File: config.mk
export PLATFORM = sky130hd
export DESIGN_NAME = tdm_stream_timing_alignment
export DESIGN_NICKNAME = d
export VERILOG_FILES = /design/src/hw/tdm_pkg.sv /design/src/hw/tdm_stream_timing_alignment.sv
export SDC_FILE = /design/constraint.sdc
export NUM_CORES = 2
export LEC_CHECK = 0
export BUFFER_PORTS_ARGS = -buffer_cell sky130_fd_sc_hd__buf_2
export CORE_MARGIN = 10
export CORE_UTILIZATION = 50
export DETAILED_ROUTE_END_ITERATION = 12
export GPL_ROUTABILITY_DRIVEN = 0
export PLACE_DENSITY = 0.66
export SLEW_MARGIN = 20
export SYNTH_ARGS = -nofsm -noshare
export SYNTH_HDL_FRONTEND = slang
export SYNTH_SLANG_ARGS = --single-unit
File: constraint.sdc
create_clock -name clk_i -period 14 [get_ports clk_i]
set_input_delay 1.4 -clock clk_i [delete_from_list [all_inputs] [get_ports clk_i]]
set_output_delay 1.4 -clock clk_i [all_outputs]
set_load 0.005 [all_outputs]
File: src/hw/tdm_pkg.sv
// constants for the tdm stream timing alignment block
`default_nettype none
package tdm_pkg;
    // rates in kHz; the frame counts half periods of 32.768 MHz
    localparam int          CLK_KHZ   = 100000;
    localparam int          HALF_KHZ  = 65536;
    localparam int          SONET_KHZ = 19440;
    localparam int          T1_KHZ    = 1544;
    localparam logic [31:0] POS_INC   = 32'((64'(HALF_KHZ) << 19) / 64'(CLK_KHZ));
    localparam logic [15:0] SONET_INC = 16'((SONET_KHZ * 65536) / CLK_KHZ);
    localparam logic [15:0] T1_INC    = 16'((T1_KHZ * 65536) / CLK_KHZ);
    // position bit that toggles at each clock rate
    localparam logic [2:0]  CK0_BIT   = 3'h3;
    localparam logic [2:0]  CK1_BIT   = 3'h2;
    localparam logic [2:0]  CK2_BIT   = 3'h1;
    localparam int          E1_BIT    = 4;
    // register addresses
    localparam logic [5:0]  ADDR_CTRL = 6'h00;
    localparam logic [5:0]  ADDR_MODE = 6'h01;
    localparam logic [5:0]  ADDR_OCS  = 6'h02;
    localparam logic [5:0]  ADDR_OFF2 = 6'h03;
    localparam logic [1:0]  SIN_PAGE  = 2'h1;
    localparam logic [1:0]  SOUT_PAGE = 2'h2;
    // field positions
    localparam int          MODE_LSB  = 0;
    localparam int          CKIN_LSB  = 5;
    localparam int          PLL_BIT   = 13;
    localparam int          EN_LSB    = 5;
    localparam int          FMT_LSB   = 0;
    localparam int          POL_LSB   = 4;
    localparam int          C3_LSB    = 12;
    localparam int          T1_BIT    = 14;
    localparam int          SON_BIT   = 10;
    localparam int          DR_LSB    = 0;
    localparam int          SMP_LSB   = 4;
    localparam int          BD_LSB    = 6;
    localparam int          AD_LSB    = 4;
    localparam int          FA_LSB    = 7;
    // timing source modes
    localparam logic [1:0]  MODE_MST  = 2'h0;
    localparam logic [1:0]  MODE_DIV  = 2'h1;
    // reset values
    localparam logic [15:0] CR_RST    = 16'h0000;
    localparam logic [15:0] IMS_RST   = 16'hFFE0;
    localparam logic [15:0] OCS_RST   = 16'h0000;
    localparam logic [15:0] OFF2_RST  = 16'h0000;
    localparam logic [15:0] SIN_RST   = 16'h0000;
    localparam logic [15:0] SOUT_RST  = 16'h0000;
endpackage
`default_nettype wire

File: src/hw/tdm_stream_timing_alignment.sv
// frame timing generator with per-stream bit alignment
`default_nettype none
module tdm_stream_timing_alignment
(
    input  wire logic        clk_i,
    input  wire logic        rst_i,
    input  wire logic [5:0]  reg_addr_i,
    input  wire logic [15:0] reg_wdata_i,
    input  wire logic        reg_we_i,
    input  wire logic        reg_re_i,
    output logic      [15:0] reg_rdata_o,
    output logic             timing_frame_pulse_0_o,
    output logic             timing_frame_pulse_1_o,
    output logic             timing_frame_pulse_2_o,
    output logic             timing_frame_pulse_3_o,
    output logic             sonet_frame_pulse_o,
    output logic      [4:0]  pulse_oe_o,
    output logic             timing_clock_0_o,
    output logic             timing_clock_1_o,
    output logic             timing_clock_2_o,
    output logic             timing_clock_3_o,
    output logic             telecom_rate_clock_o,
    output logic             sonet_rate_clock_o,
    output logic      [5:0]  clock_oe_o,
    output logic             frame_start_o,
    input  wire logic [15:0] stream_in_i,
    output logic      [15:0] in_bit_o,
    output logic      [15:0] in_strobe_o,
    output logic      [15:0] in_msb_o,
    input  wire logic [15:0] tx_bit_i,
    output logic      [15:0] stream_out_o,
    output logic      [15:0] tx_take_o
);

    // ----------------------------------------------------------------
    // helpers
    // ----------------------------------------------------------------

    // one clock period in half units
    function automatic logic [12:0] span(input logic [2:0] b);
        span = 13'h0002 << b;
    endfunction

    // pulse level; a full period wide, centred on the boundary in st framing, starting at it in gci framing
    function automatic logic pulse_lvl(input logic [12:0] p,
                                       input logic [2:0]  b,
                                       input logic        gci);
        logic [12:0] w;
        w = span(b);
        if (gci)
            pulse_lvl = p < w;
        else
            pulse_lvl = !(13'(p + (w >> 1)) < w);
    endfunction

    // bit length as a shift: 2.048 Mbps is 32 half units
    function automatic logic [2:0] bit_shift(input logic [1:0] dr);
        bit_shift = 3'(3'h5 - {1'b0, dr});
    endfunction

    function automatic logic [12:0] offset(input logic [2:0] whole,
                                           input logic [2:0] qtr,
                                           input logic [2:0] s);
        offset = 13'(({10'h000, whole} << s) + (({10'h000, qtr} << s) >> 2));
    endfunction

    // code 0 is 3/4, or 1/2 at the top rate, so that the reset value gives both defaults
    function automatic logic [2:0] sample_qtr(input logic [1:0] smp,
                                              input logic       hi);
        case ({hi, smp})
            3'h0:    sample_qtr = 3'h3;
            3'h1:    sample_qtr = 3'h1;
            3'h2:    sample_qtr = 3'h2;
            3'h3:    sample_qtr = 3'h4;
            3'h7:    sample_qtr = 3'h4;
            default: sample_qtr = 3'h2;
        endcase
    endfunction

    function automatic logic [2:0] adv_qtr(input logic [1:0] fa,
                                           input logic       hi);
        if (hi)
            adv_qtr = {1'b0, fa[1], 1'b0};
        else
            adv_qtr = {1'b0, fa};
    endfunction

    // ----------------------------------------------------------------
    // registers
    // ----------------------------------------------------------------
    logic [15:0] ctrl;
    logic [15:0] internal_mode_register;
    logic [15:0] ocs;
    logic [15:0] off2;
    logic [15:0] sin      [16];
    logic [15:0] sout     [16];
    logic [15:0] sin_act  [16];
    logic [15:0] sout_act [16];
    logic [15:0] rdata;

    // software writes
    always_ff @(posedge clk_i)
    begin
        if (rst_i)
        begin
            ctrl <= tdm_pkg::CR_RST;
            internal_mode_register  <= tdm_pkg::IMS_RST;
            ocs  <= tdm_pkg::OCS_RST;
            off2 <= tdm_pkg::OFF2_RST;
            for (int n = 0; n < 16; n++)
            begin
                sin[n]  <= tdm_pkg::SIN_RST;
                sout[n] <= tdm_pkg::SOUT_RST;
            end
        end
        else if (reg_we_i)
        begin
            if (reg_addr_i == tdm_pkg::ADDR_CTRL)
                ctrl <= reg_wdata_i;
            if (reg_addr_i == tdm_pkg::ADDR_MODE)
                internal_mode_register <= reg_wdata_i;
            if (reg_addr_i == tdm_pkg::ADDR_OCS)
                ocs <= reg_wdata_i;
            if (reg_addr_i == tdm_pkg::ADDR_OFF2)
                off2 <= reg_wdata_i;
            if (reg_addr_i[5:4] == tdm_pkg::SIN_PAGE)
                sin[reg_addr_i[3:0]] <= reg_wdata_i;
            if (reg_addr_i[5:4] == tdm_pkg::SOUT_PAGE)
                sout[reg_addr_i[3:0]] <= reg_wdata_i;
        end
    end

    // read data stands for the one cycle after the strobe
    always_ff @(posedge clk_i)
    begin
        if (rst_i || !reg_re_i)
            rdata <= 16'h0000;
        else if (reg_addr_i[5:4] == tdm_pkg::SIN_PAGE)
            rdata <= sin[reg_addr_i[3:0]];
        else if (reg_addr_i[5:4] == tdm_pkg::SOUT_PAGE)
            rdata <= sout[reg_addr_i[3:0]];
        else
            case (reg_addr_i)
                tdm_pkg::ADDR_CTRL: rdata <= ctrl;
                tdm_pkg::ADDR_MODE: rdata <= internal_mode_register;
                tdm_pkg::ADDR_OCS:  rdata <= ocs;
                tdm_pkg::ADDR_OFF2: rdata <= off2;
                default:            rdata <= 16'h0000;
            endcase
    end
    assign reg_rdata_o = rdata;

    // ----------------------------------------------------------------
    // frame position
    // ----------------------------------------------------------------
    logic [31:0] acc;
    logic [31:0] next_acc;
    logic [12:0] pos;
    logic [12:0] np;
    logic        step;
    logic        boundary;

    // 8192 half units per frame; rate is exact on average only
    assign next_acc = acc + tdm_pkg::POS_INC;
    assign pos      = acc[31:19];
    assign np       = next_acc[31:19];
    assign step     = np != pos;
    assign boundary = step && (np == 13'h0000);

    always_ff @(posedge clk_i)
    begin
        if (rst_i)
            acc <= 32'h0000_0000;
        else
            acc <= next_acc;
    end

    // settings move to the working copy only at the boundary
    always_ff @(posedge clk_i)
    begin
        for (int n = 0; n < 16; n++)
        begin
            if (rst_i)
            begin
                sin_act[n]  <= tdm_pkg::SIN_RST;
                sout_act[n] <= tdm_pkg::SOUT_RST;
            end
            else if (boundary)
            begin
                sin_act[n]  <= sin[n];
                sout_act[n] <= sout[n];
            end
        end
    end

    // ----------------------------------------------------------------
    // telecom and sonet oscillators, restarted every frame
    // ----------------------------------------------------------------
    logic [15:0] sacc;
    logic [15:0] tacc;
    logic        sfirst;
    logic [16:0] s_sum;
    logic [15:0] next_sacc;
    logic [15:0] next_tacc;
    logic        next_sfirst;

    assign s_sum       = {1'b0, sacc} + {1'b0, tdm_pkg::SONET_INC};
    assign next_sacc   = boundary ? 16'h0000 : s_sum[15:0];
    assign next_tacc   = boundary ? 16'h0000 : 16'(tacc + tdm_pkg::T1_INC);
    assign next_sfirst = boundary || (sfirst && !s_sum[16]);

    always_ff @(posedge clk_i)
    begin
        if (rst_i)
        begin
            sacc   <= 16'h0000;
            tacc   <= 16'h0000;
            sfirst <= 1'b0;
        end
        else
        begin
            sacc   <= next_sacc;
            tacc   <= next_tacc;
            sfirst <= next_sfirst;
        end
    end

    // ----------------------------------------------------------------
    // output clocks and frame pulses
    // ----------------------------------------------------------------
    logic [4:0] pulse_q;
    logic [5:0] clock_q;
    logic [2:0] c3b;
    logic       pll_ok;
    logic       div_lim;
    logic       no_pll;
    logic       div_slow;

    // a rate the input clock cannot carry is held low, not aliased
    function automatic logic rate_ok(input logic [2:0] b, input logic [15:0] cr);
        rate_ok = cr[tdm_pkg::MODE_LSB +: 2] != tdm_pkg::MODE_DIV
               || b >= 3'({1'b0, cr[tdm_pkg::CKIN_LSB +: 2]} + 3'h1);
    endfunction

    assign c3b     = 3'(tdm_pkg::CK0_BIT - {1'b0, ocs[tdm_pkg::C3_LSB +: 2]});
    assign no_pll  = ctrl[tdm_pkg::MODE_LSB +: 2] != tdm_pkg::MODE_MST
                  && !ctrl[tdm_pkg::PLL_BIT];
    assign pll_ok  = !no_pll;
    assign div_lim = ctrl[tdm_pkg::MODE_LSB +: 2] == tdm_pkg::MODE_DIV
                  && ctrl[tdm_pkg::CKIN_LSB +: 2] == 2'h2;
    // any input clock below 16.384 MHz rules out clock 2
    assign div_slow = ctrl[tdm_pkg::MODE_LSB +: 2] == tdm_pkg::MODE_DIV
                   && ctrl[tdm_pkg::CKIN_LSB +: 2] != 2'h0;

    // levels follow the next position so pins move with the step
    always_ff @(posedge clk_i)
    begin
        if (rst_i)
        begin
            pulse_q       <= 5'h1F;
            clock_q       <= 6'h00;
            pulse_oe_o    <= 5'h00;
            clock_oe_o    <= 6'h00;
            frame_start_o <= 1'b0;
        end
        else
        begin
            pulse_q[0] <= pulse_lvl(np, tdm_pkg::CK0_BIT, ocs[tdm_pkg::FMT_LSB]);
            pulse_q[1] <= pulse_lvl(np, tdm_pkg::CK1_BIT, ocs[tdm_pkg::FMT_LSB + 1]);
            pulse_q[2] <= pulse_lvl(np, tdm_pkg::CK2_BIT, ocs[tdm_pkg::FMT_LSB + 2]);
            pulse_q[3] <= pulse_lvl(np, c3b, ocs[tdm_pkg::FMT_LSB + 3]);
            pulse_q[4] <= !(off2[tdm_pkg::SON_BIT] && next_sfirst);
            clock_q[0] <= rate_ok(tdm_pkg::CK0_BIT, ctrl)
                       && (np[tdm_pkg::CK0_BIT] ^ ocs[tdm_pkg::POL_LSB]);
            clock_q[1] <= rate_ok(tdm_pkg::CK1_BIT, ctrl)
                       && (np[tdm_pkg::CK1_BIT] ^ ocs[tdm_pkg::POL_LSB + 1]);
            clock_q[2] <= rate_ok(tdm_pkg::CK2_BIT, ctrl)
                       && (np[tdm_pkg::CK2_BIT] ^ ocs[tdm_pkg::POL_LSB + 2]);
            clock_q[3] <= rate_ok(c3b, ctrl)
                       && (np[c3b] ^ ocs[tdm_pkg::POL_LSB + 3]);
            clock_q[4] <= pll_ok && ((ocs[tdm_pkg::T1_BIT] ? np[tdm_pkg::E1_BIT]
                       : next_tacc[15]) ^ ocs[tdm_pkg::POL_LSB + 4]);
            clock_q[5] <= pll_ok
                       && (!next_sacc[15] ^ ocs[tdm_pkg::POL_LSB + 5]);
            pulse_oe_o    <= internal_mode_register[tdm_pkg::EN_LSB +: 5];
            clock_oe_o    <= internal_mode_register[tdm_pkg::EN_LSB + 5 +: 6];
            frame_start_o <= boundary;
        end
    end

    assign timing_frame_pulse_0_o = pulse_q[0];
    assign timing_frame_pulse_1_o = pulse_q[1];
    assign timing_frame_pulse_2_o = pulse_q[2];
    assign timing_frame_pulse_3_o = pulse_q[3];
    assign sonet_frame_pulse_o    = pulse_q[4];
    assign timing_clock_0_o       = clock_q[0];
    assign timing_clock_1_o       = clock_q[1];
    assign timing_clock_2_o       = clock_q[2];
    assign timing_clock_3_o       = clock_q[3];
    assign telecom_rate_clock_o   = clock_q[4];
    assign sonet_rate_clock_o     = clock_q[5];

    // ----------------------------------------------------------------
    // per-stream sample and launch points
    // ----------------------------------------------------------------
    logic [15:0] in_hit;
    logic [15:0] in_first;
    logic [15:0] out_hit;

    // the host keeps shifts off bidirectional lines; nothing checked here
    always_comb
    begin
        logic [2:0]  s;
        logic [2:0]  q;
        logic [12:0] m;
        logic [12:0] d;
        s        = 3'h0;
        q        = 3'h0;
        m        = 13'h0000;
        d        = 13'h0000;
        in_hit   = 16'h0000;
        in_first = 16'h0000;
        out_hit  = 16'h0000;
        for (int n = 0; n < 16; n++)
        begin
            s = bit_shift(sin_act[n][tdm_pkg::DR_LSB +: 2]);
            m = 13'((13'h0001 << s) - 13'h0001);
            q = sample_qtr(sin_act[n][tdm_pkg::SMP_LSB +: 2], s == 3'h2);
            d = offset(sin_act[n][tdm_pkg::BD_LSB +: 3], 3'h0, s);
            in_hit[n] = step && ((13'(np - offset(sin_act[n][tdm_pkg::BD_LSB +: 3], q, s))
                        & m) == 13'h0000);
            in_first[n] = 3'(13'(np - d) >> s) == {2'h0, q[2]};
            s = bit_shift(sout_act[n][tdm_pkg::DR_LSB +: 2]);
            m = 13'((13'h0001 << s) - 13'h0001);
            q = adv_qtr(sout_act[n][tdm_pkg::FA_LSB +: 2], s == 3'h2);
            d = offset(sout_act[n][tdm_pkg::AD_LSB +: 3], q, s);
            out_hit[n] = step && ((13'(np + d) & m) == 13'h0000);
        end
    end

    // sampled bits and launched bits, one strobe per bit
    always_ff @(posedge clk_i)
    begin
        if (rst_i)
        begin
            in_bit_o     <= 16'h0000;
            in_strobe_o  <= 16'h0000;
            in_msb_o     <= 16'h0000;
            stream_out_o <= 16'h0000;
            tx_take_o    <= 16'h0000;
        end
        else
        begin
            in_bit_o     <= (in_bit_o & ~in_hit) | (stream_in_i & in_hit);
            in_strobe_o  <= in_hit;
            in_msb_o     <= in_hit & in_first;
            stream_out_o <= (stream_out_o & ~out_hit) | (tx_bit_i & out_hit);
            tx_take_o    <= out_hit;
        end
    end

    logic [13:0] gap;
    logic        seen;

    always_ff @(posedge clk_i)
    begin
        if (rst_i)
        begin
            gap  <= 14'h0000;
            seen <= 1'b0;
        end
        else
        begin
            gap  <= frame_start_o ? 14'h0001 : 14'(gap + 14'h0001);
            seen <= seen || frame_start_o;
        end
    end
endmodule
`default_nettype wire

==> out/results.txt <==
status: completed
Worst Reg-to-Reg Cells: 15
Seq/Total Area, Yosys: 0.3684
distinct cell type count after synthesis: 104
Worst-Skew Late Latency: 0.74 ns
worst path bufs/invs: 4
clock sinks: 982
hold path start: tacc[0]
CTS resizes: 0
fin crit share: 0.4968
I/O pins: 177
CTS tree: built
Startpoint Class: flip-flop
initial antenna violation count: 14
layout cells sized above 1: 0.09861
largest net degree at the start of global routing: 228
DR WL/cell: 22.49 µm
Hold Crit Depth: 1
number of global-route vias before repair: 53930
Crit path max-delay family: buffers and inverters
Critical Path AT: 7.29 ns
CTS buffer count: 109
Max VDD drop: 99.99 µV
required time of the critical path: 14.34 ns
asr flop ratio synth: 0
Reg power frac: 0.372
worst hold path class: reg2reg
kind of critical path: reg2reg
ys flop type: edfxtp_1
final WL: 212900 µm
Post-CTS Setup Inserts: 0
Area growth syn-to-layout: 10.61%
post-synthesis cell area: 73360 µm²
final net count: 8463
Comb power frac: 0.321
TNS Setup: 0 ns
Vias: 54900
CP Launch Point: acc[0]
final hold vios: 0
clk slew on worst S/H paths: 0.06 ns
Lkg Pwr: 35.28 nW
port bufs: 176
CP max stage delay: 0.89 ns
Slew Viols, Final: 0
Yosys warnings: 0
Multi-input gate area: 44210 µm²
clock period minus worst slack: 6.956 ns
grt ovf: 0
DR pass1 iterations: 8
global-route usage over all layers: 0.2574
clk root buf: clkbuf_16
die area: 162400 µm²
power per cell area: 118.1 nW/µm²
Slowest-stage cell, CP: buf_4
Yosys reg bits: 982
CP endpoint kind: flip-flop
switching power: 3.291 mW
Switching Fraction: 0.3434
clk_skew: 0.03181 ns
Worst-Margin Slew: 1.109 ns
number of vias per cell: 5.800
unrepaired setup endpoints after global routing: false
worst rel slew slack: 0.2610
WP depth: 15
Post-Syn Instances: 7081
Hold Buf Count CTS: 0
design area: 81140 µm²
global-route wire length before repair: 324600 µm
Max Fclk: 0.1438 GHz
Sequential Area: 27030 µm²
Pint: 6.293 mW
Clock Path Buffers: 3
Final ANT Viol Nets: 0
drc violations: 0
crit-path cells: ha_1 > o31a_1 > o2111a_1 > buf_4 > o21ai_2 > a21oi_1 > xnor2_2 > buf_4 > ha_1 > nand2_1 > nor4_1 > nand3_1 > nand2_4 > buf_4 > buf_4
CP Max Fanout: 80
part of the power in the clock network: 0.307
Syn Area/Cell: 10.36 µm²
core region area: 145700 µm²
crit-path most repeated cell: buf_4
DP HPWL: 149200 µm
Setup violations, final: 0
Horiz. Die Dim: 403.0 µm
dpl cell area: 77460 µm²
Reg2Reg Launch Point: acc[0]
Initial Util: 0.5033
number of synthesized flops with an enable pin: 736
1st-iter DRT viols: 5415
Max Cap Viol: 0
CTS HTree Levels: 3
FP Rows: 140
fill cell count: 12610
Die Ht: 403.0 µm
-- path summary, 6_finish.rpt --
kind	end	slack [ns]
min reg2reg	tacc[0]	0.42
max	sout_act[1][64]	7.04
max reg2reg	sout_act[1][64]	7.04
min	tacc[0]	0.42
-- metal layers --
| layer | up-vias | GRT usage | share of wire |
|---|---|---|---|
| met5 | - | 0 | 0.00034 |
| met4 | 12 | 0.08021 | 0.031 |
| met3 | 379 | 0.05591 | 0.099 |
| met2 | 2230 | 0.4018 | 0.44 |
| met1 | 26750 | 0.3566 | 0.43 |
| li1 | 25530 | - | - |
-- logic make-up (layout without fill, tap and decap cells) --
logic type / Yosys count / after routing / synth area share
adders and majority gates: 954 / 954 / 0.1890
xor gates and xnor gates: 359 / 359 / 0.04392
AOI/OAI and AO/OA: 1336 / 1336 / 0.1155
and+or+nand+nor: 2163 / 2163 / 0.1571
other: 2 / 356 / 0.0001024
muxes: 344 / 344 / 0.07692
DFF: 982 / 982 / 0.3684
buffers and inverters: 941 / 1055 / 0.04904
-- synth_stat cells (54+ instances only) --
| cell type | instances | area share |
|---|---|---|
| a21oi_1 | 428 | 0.029 |
| inv_1 | 565 | 0.029 |
| nor2_1 | 382 | 0.020 |
| a31oi_1 | 58 | 0.0049 |
| and3_1 | 252 | 0.021 |
| dfxtp_1 | 246 | 0.067 |
| mux4_2 | 175 | 0.054 |
| mux2i_1 | 161 | 0.022 |
| nor3_1 | 54 | 0.0037 |
| edfxtp_1 | 736 | 0.30 |
| ha_1 | 697 | 0.12 |
| o211ai_1 | 77 | 0.0079 |
| fa_1 | 257 | 0.070 |
| o21bai_1 | 54 | 0.0055 |
| clkbuf_1 | 300 | 0.015 |
| nor2b_1 | 107 | 0.0091 |
| nand2_1 | 370 | 0.019 |
| xor2_1 | 112 | 0.013 |
| nand2b_1 | 121 | 0.010 |
| a21o_1 | 140 | 0.014 |
| o21ai_0 | 292 | 0.020 |
| and2_1 | 573 | 0.049 |
| nand3_1 | 168 | 0.011 |
| xnor2_1 | 239 | 0.029 |
-- worst register-to-register path, delay by kind of cell (launching register included) --
| kind | cells | cell delay [ns] |
|---|---|---|
| DFF | 1 | 0.34 |
| adders and majority gates | 2 | 0.49 |
| buffers and inverters | 4 | 2.38 |
| xor gates and xnor gates | 1 | 0.24 |
| and+or+nand+nor | 4 | 1.63 |
| AOI/OAI and AO/OA | 4 | 1.43 |
-- power groups by stage --
stage / clock network [mW] / registers [mW] / logic [mW]
2_1_floorplan: 0 / 3.50 / 2.33
4_1_cts: 2.98 / 3.55 / 3.01
6_report: 2.94 / 3.56 / 3.08
5_1_grt: 3.10 / 3.58 / 3.45
3_5_place_dp: 0 / 3.61 / 2.98
3_3_place_gp: 0 / 3.61 / 2.92
-- final cells by class --
class	count	share of cell area
diodes	4	0.0001234
clock buffers	141	0.03647
clock inverters	64	0.008296
inverters	572	0.02665
multi-input cells	5508	0.5449
flip-flops and latches	982	0.3331
well taps	1917	0.02956
repair buffers	278	0.02091
-- per-stage QoR --
stage	hold slack [ns]	util	power [mW]	worst slack (ns)	instances
6_report	0.4182	0.5567	9.583	7.044	9466
5_1_grt	0.4483	0.5567	10.14	6.643	9463
4_1_cts	0.4196	0.5564	9.543	7.029	9462
3_5_place_dp	0.4106	0.5315	6.598	7.050	9257
3_3_place_gp	0.4025	0.5313	6.529	7.231	9257
2_1_floorplan	0.3681	-	5.826	2.169	7431
-- state kept, by name, indices dropped and copies added, names as in the netlist, 32 cells and up, named ones only --
register	cells
sout_act	112
sin_act	112
acc	32
sin	256
sout	256
-- cell usage in the layout (no fill, tap or decap), types with 109 or more instances in the layout --
master,n
clkbuf_16,109
mux4_2,175
dfxtp_1,245
ha_1,697
mux2i_1,161
nor2_1,358
edfxtp_1,736
a21oi_1,428
fa_1,257
o21ai_0,260
nand3_1,167
inv_1,562
nand2b_1,121
buf_2,173
conb_1,352
a21o_1,140
xor2_1,111
and3_1,252
xnor2_1,237
and2_1,573
nand2_1,369
Power figures use the tool's default switching activity.
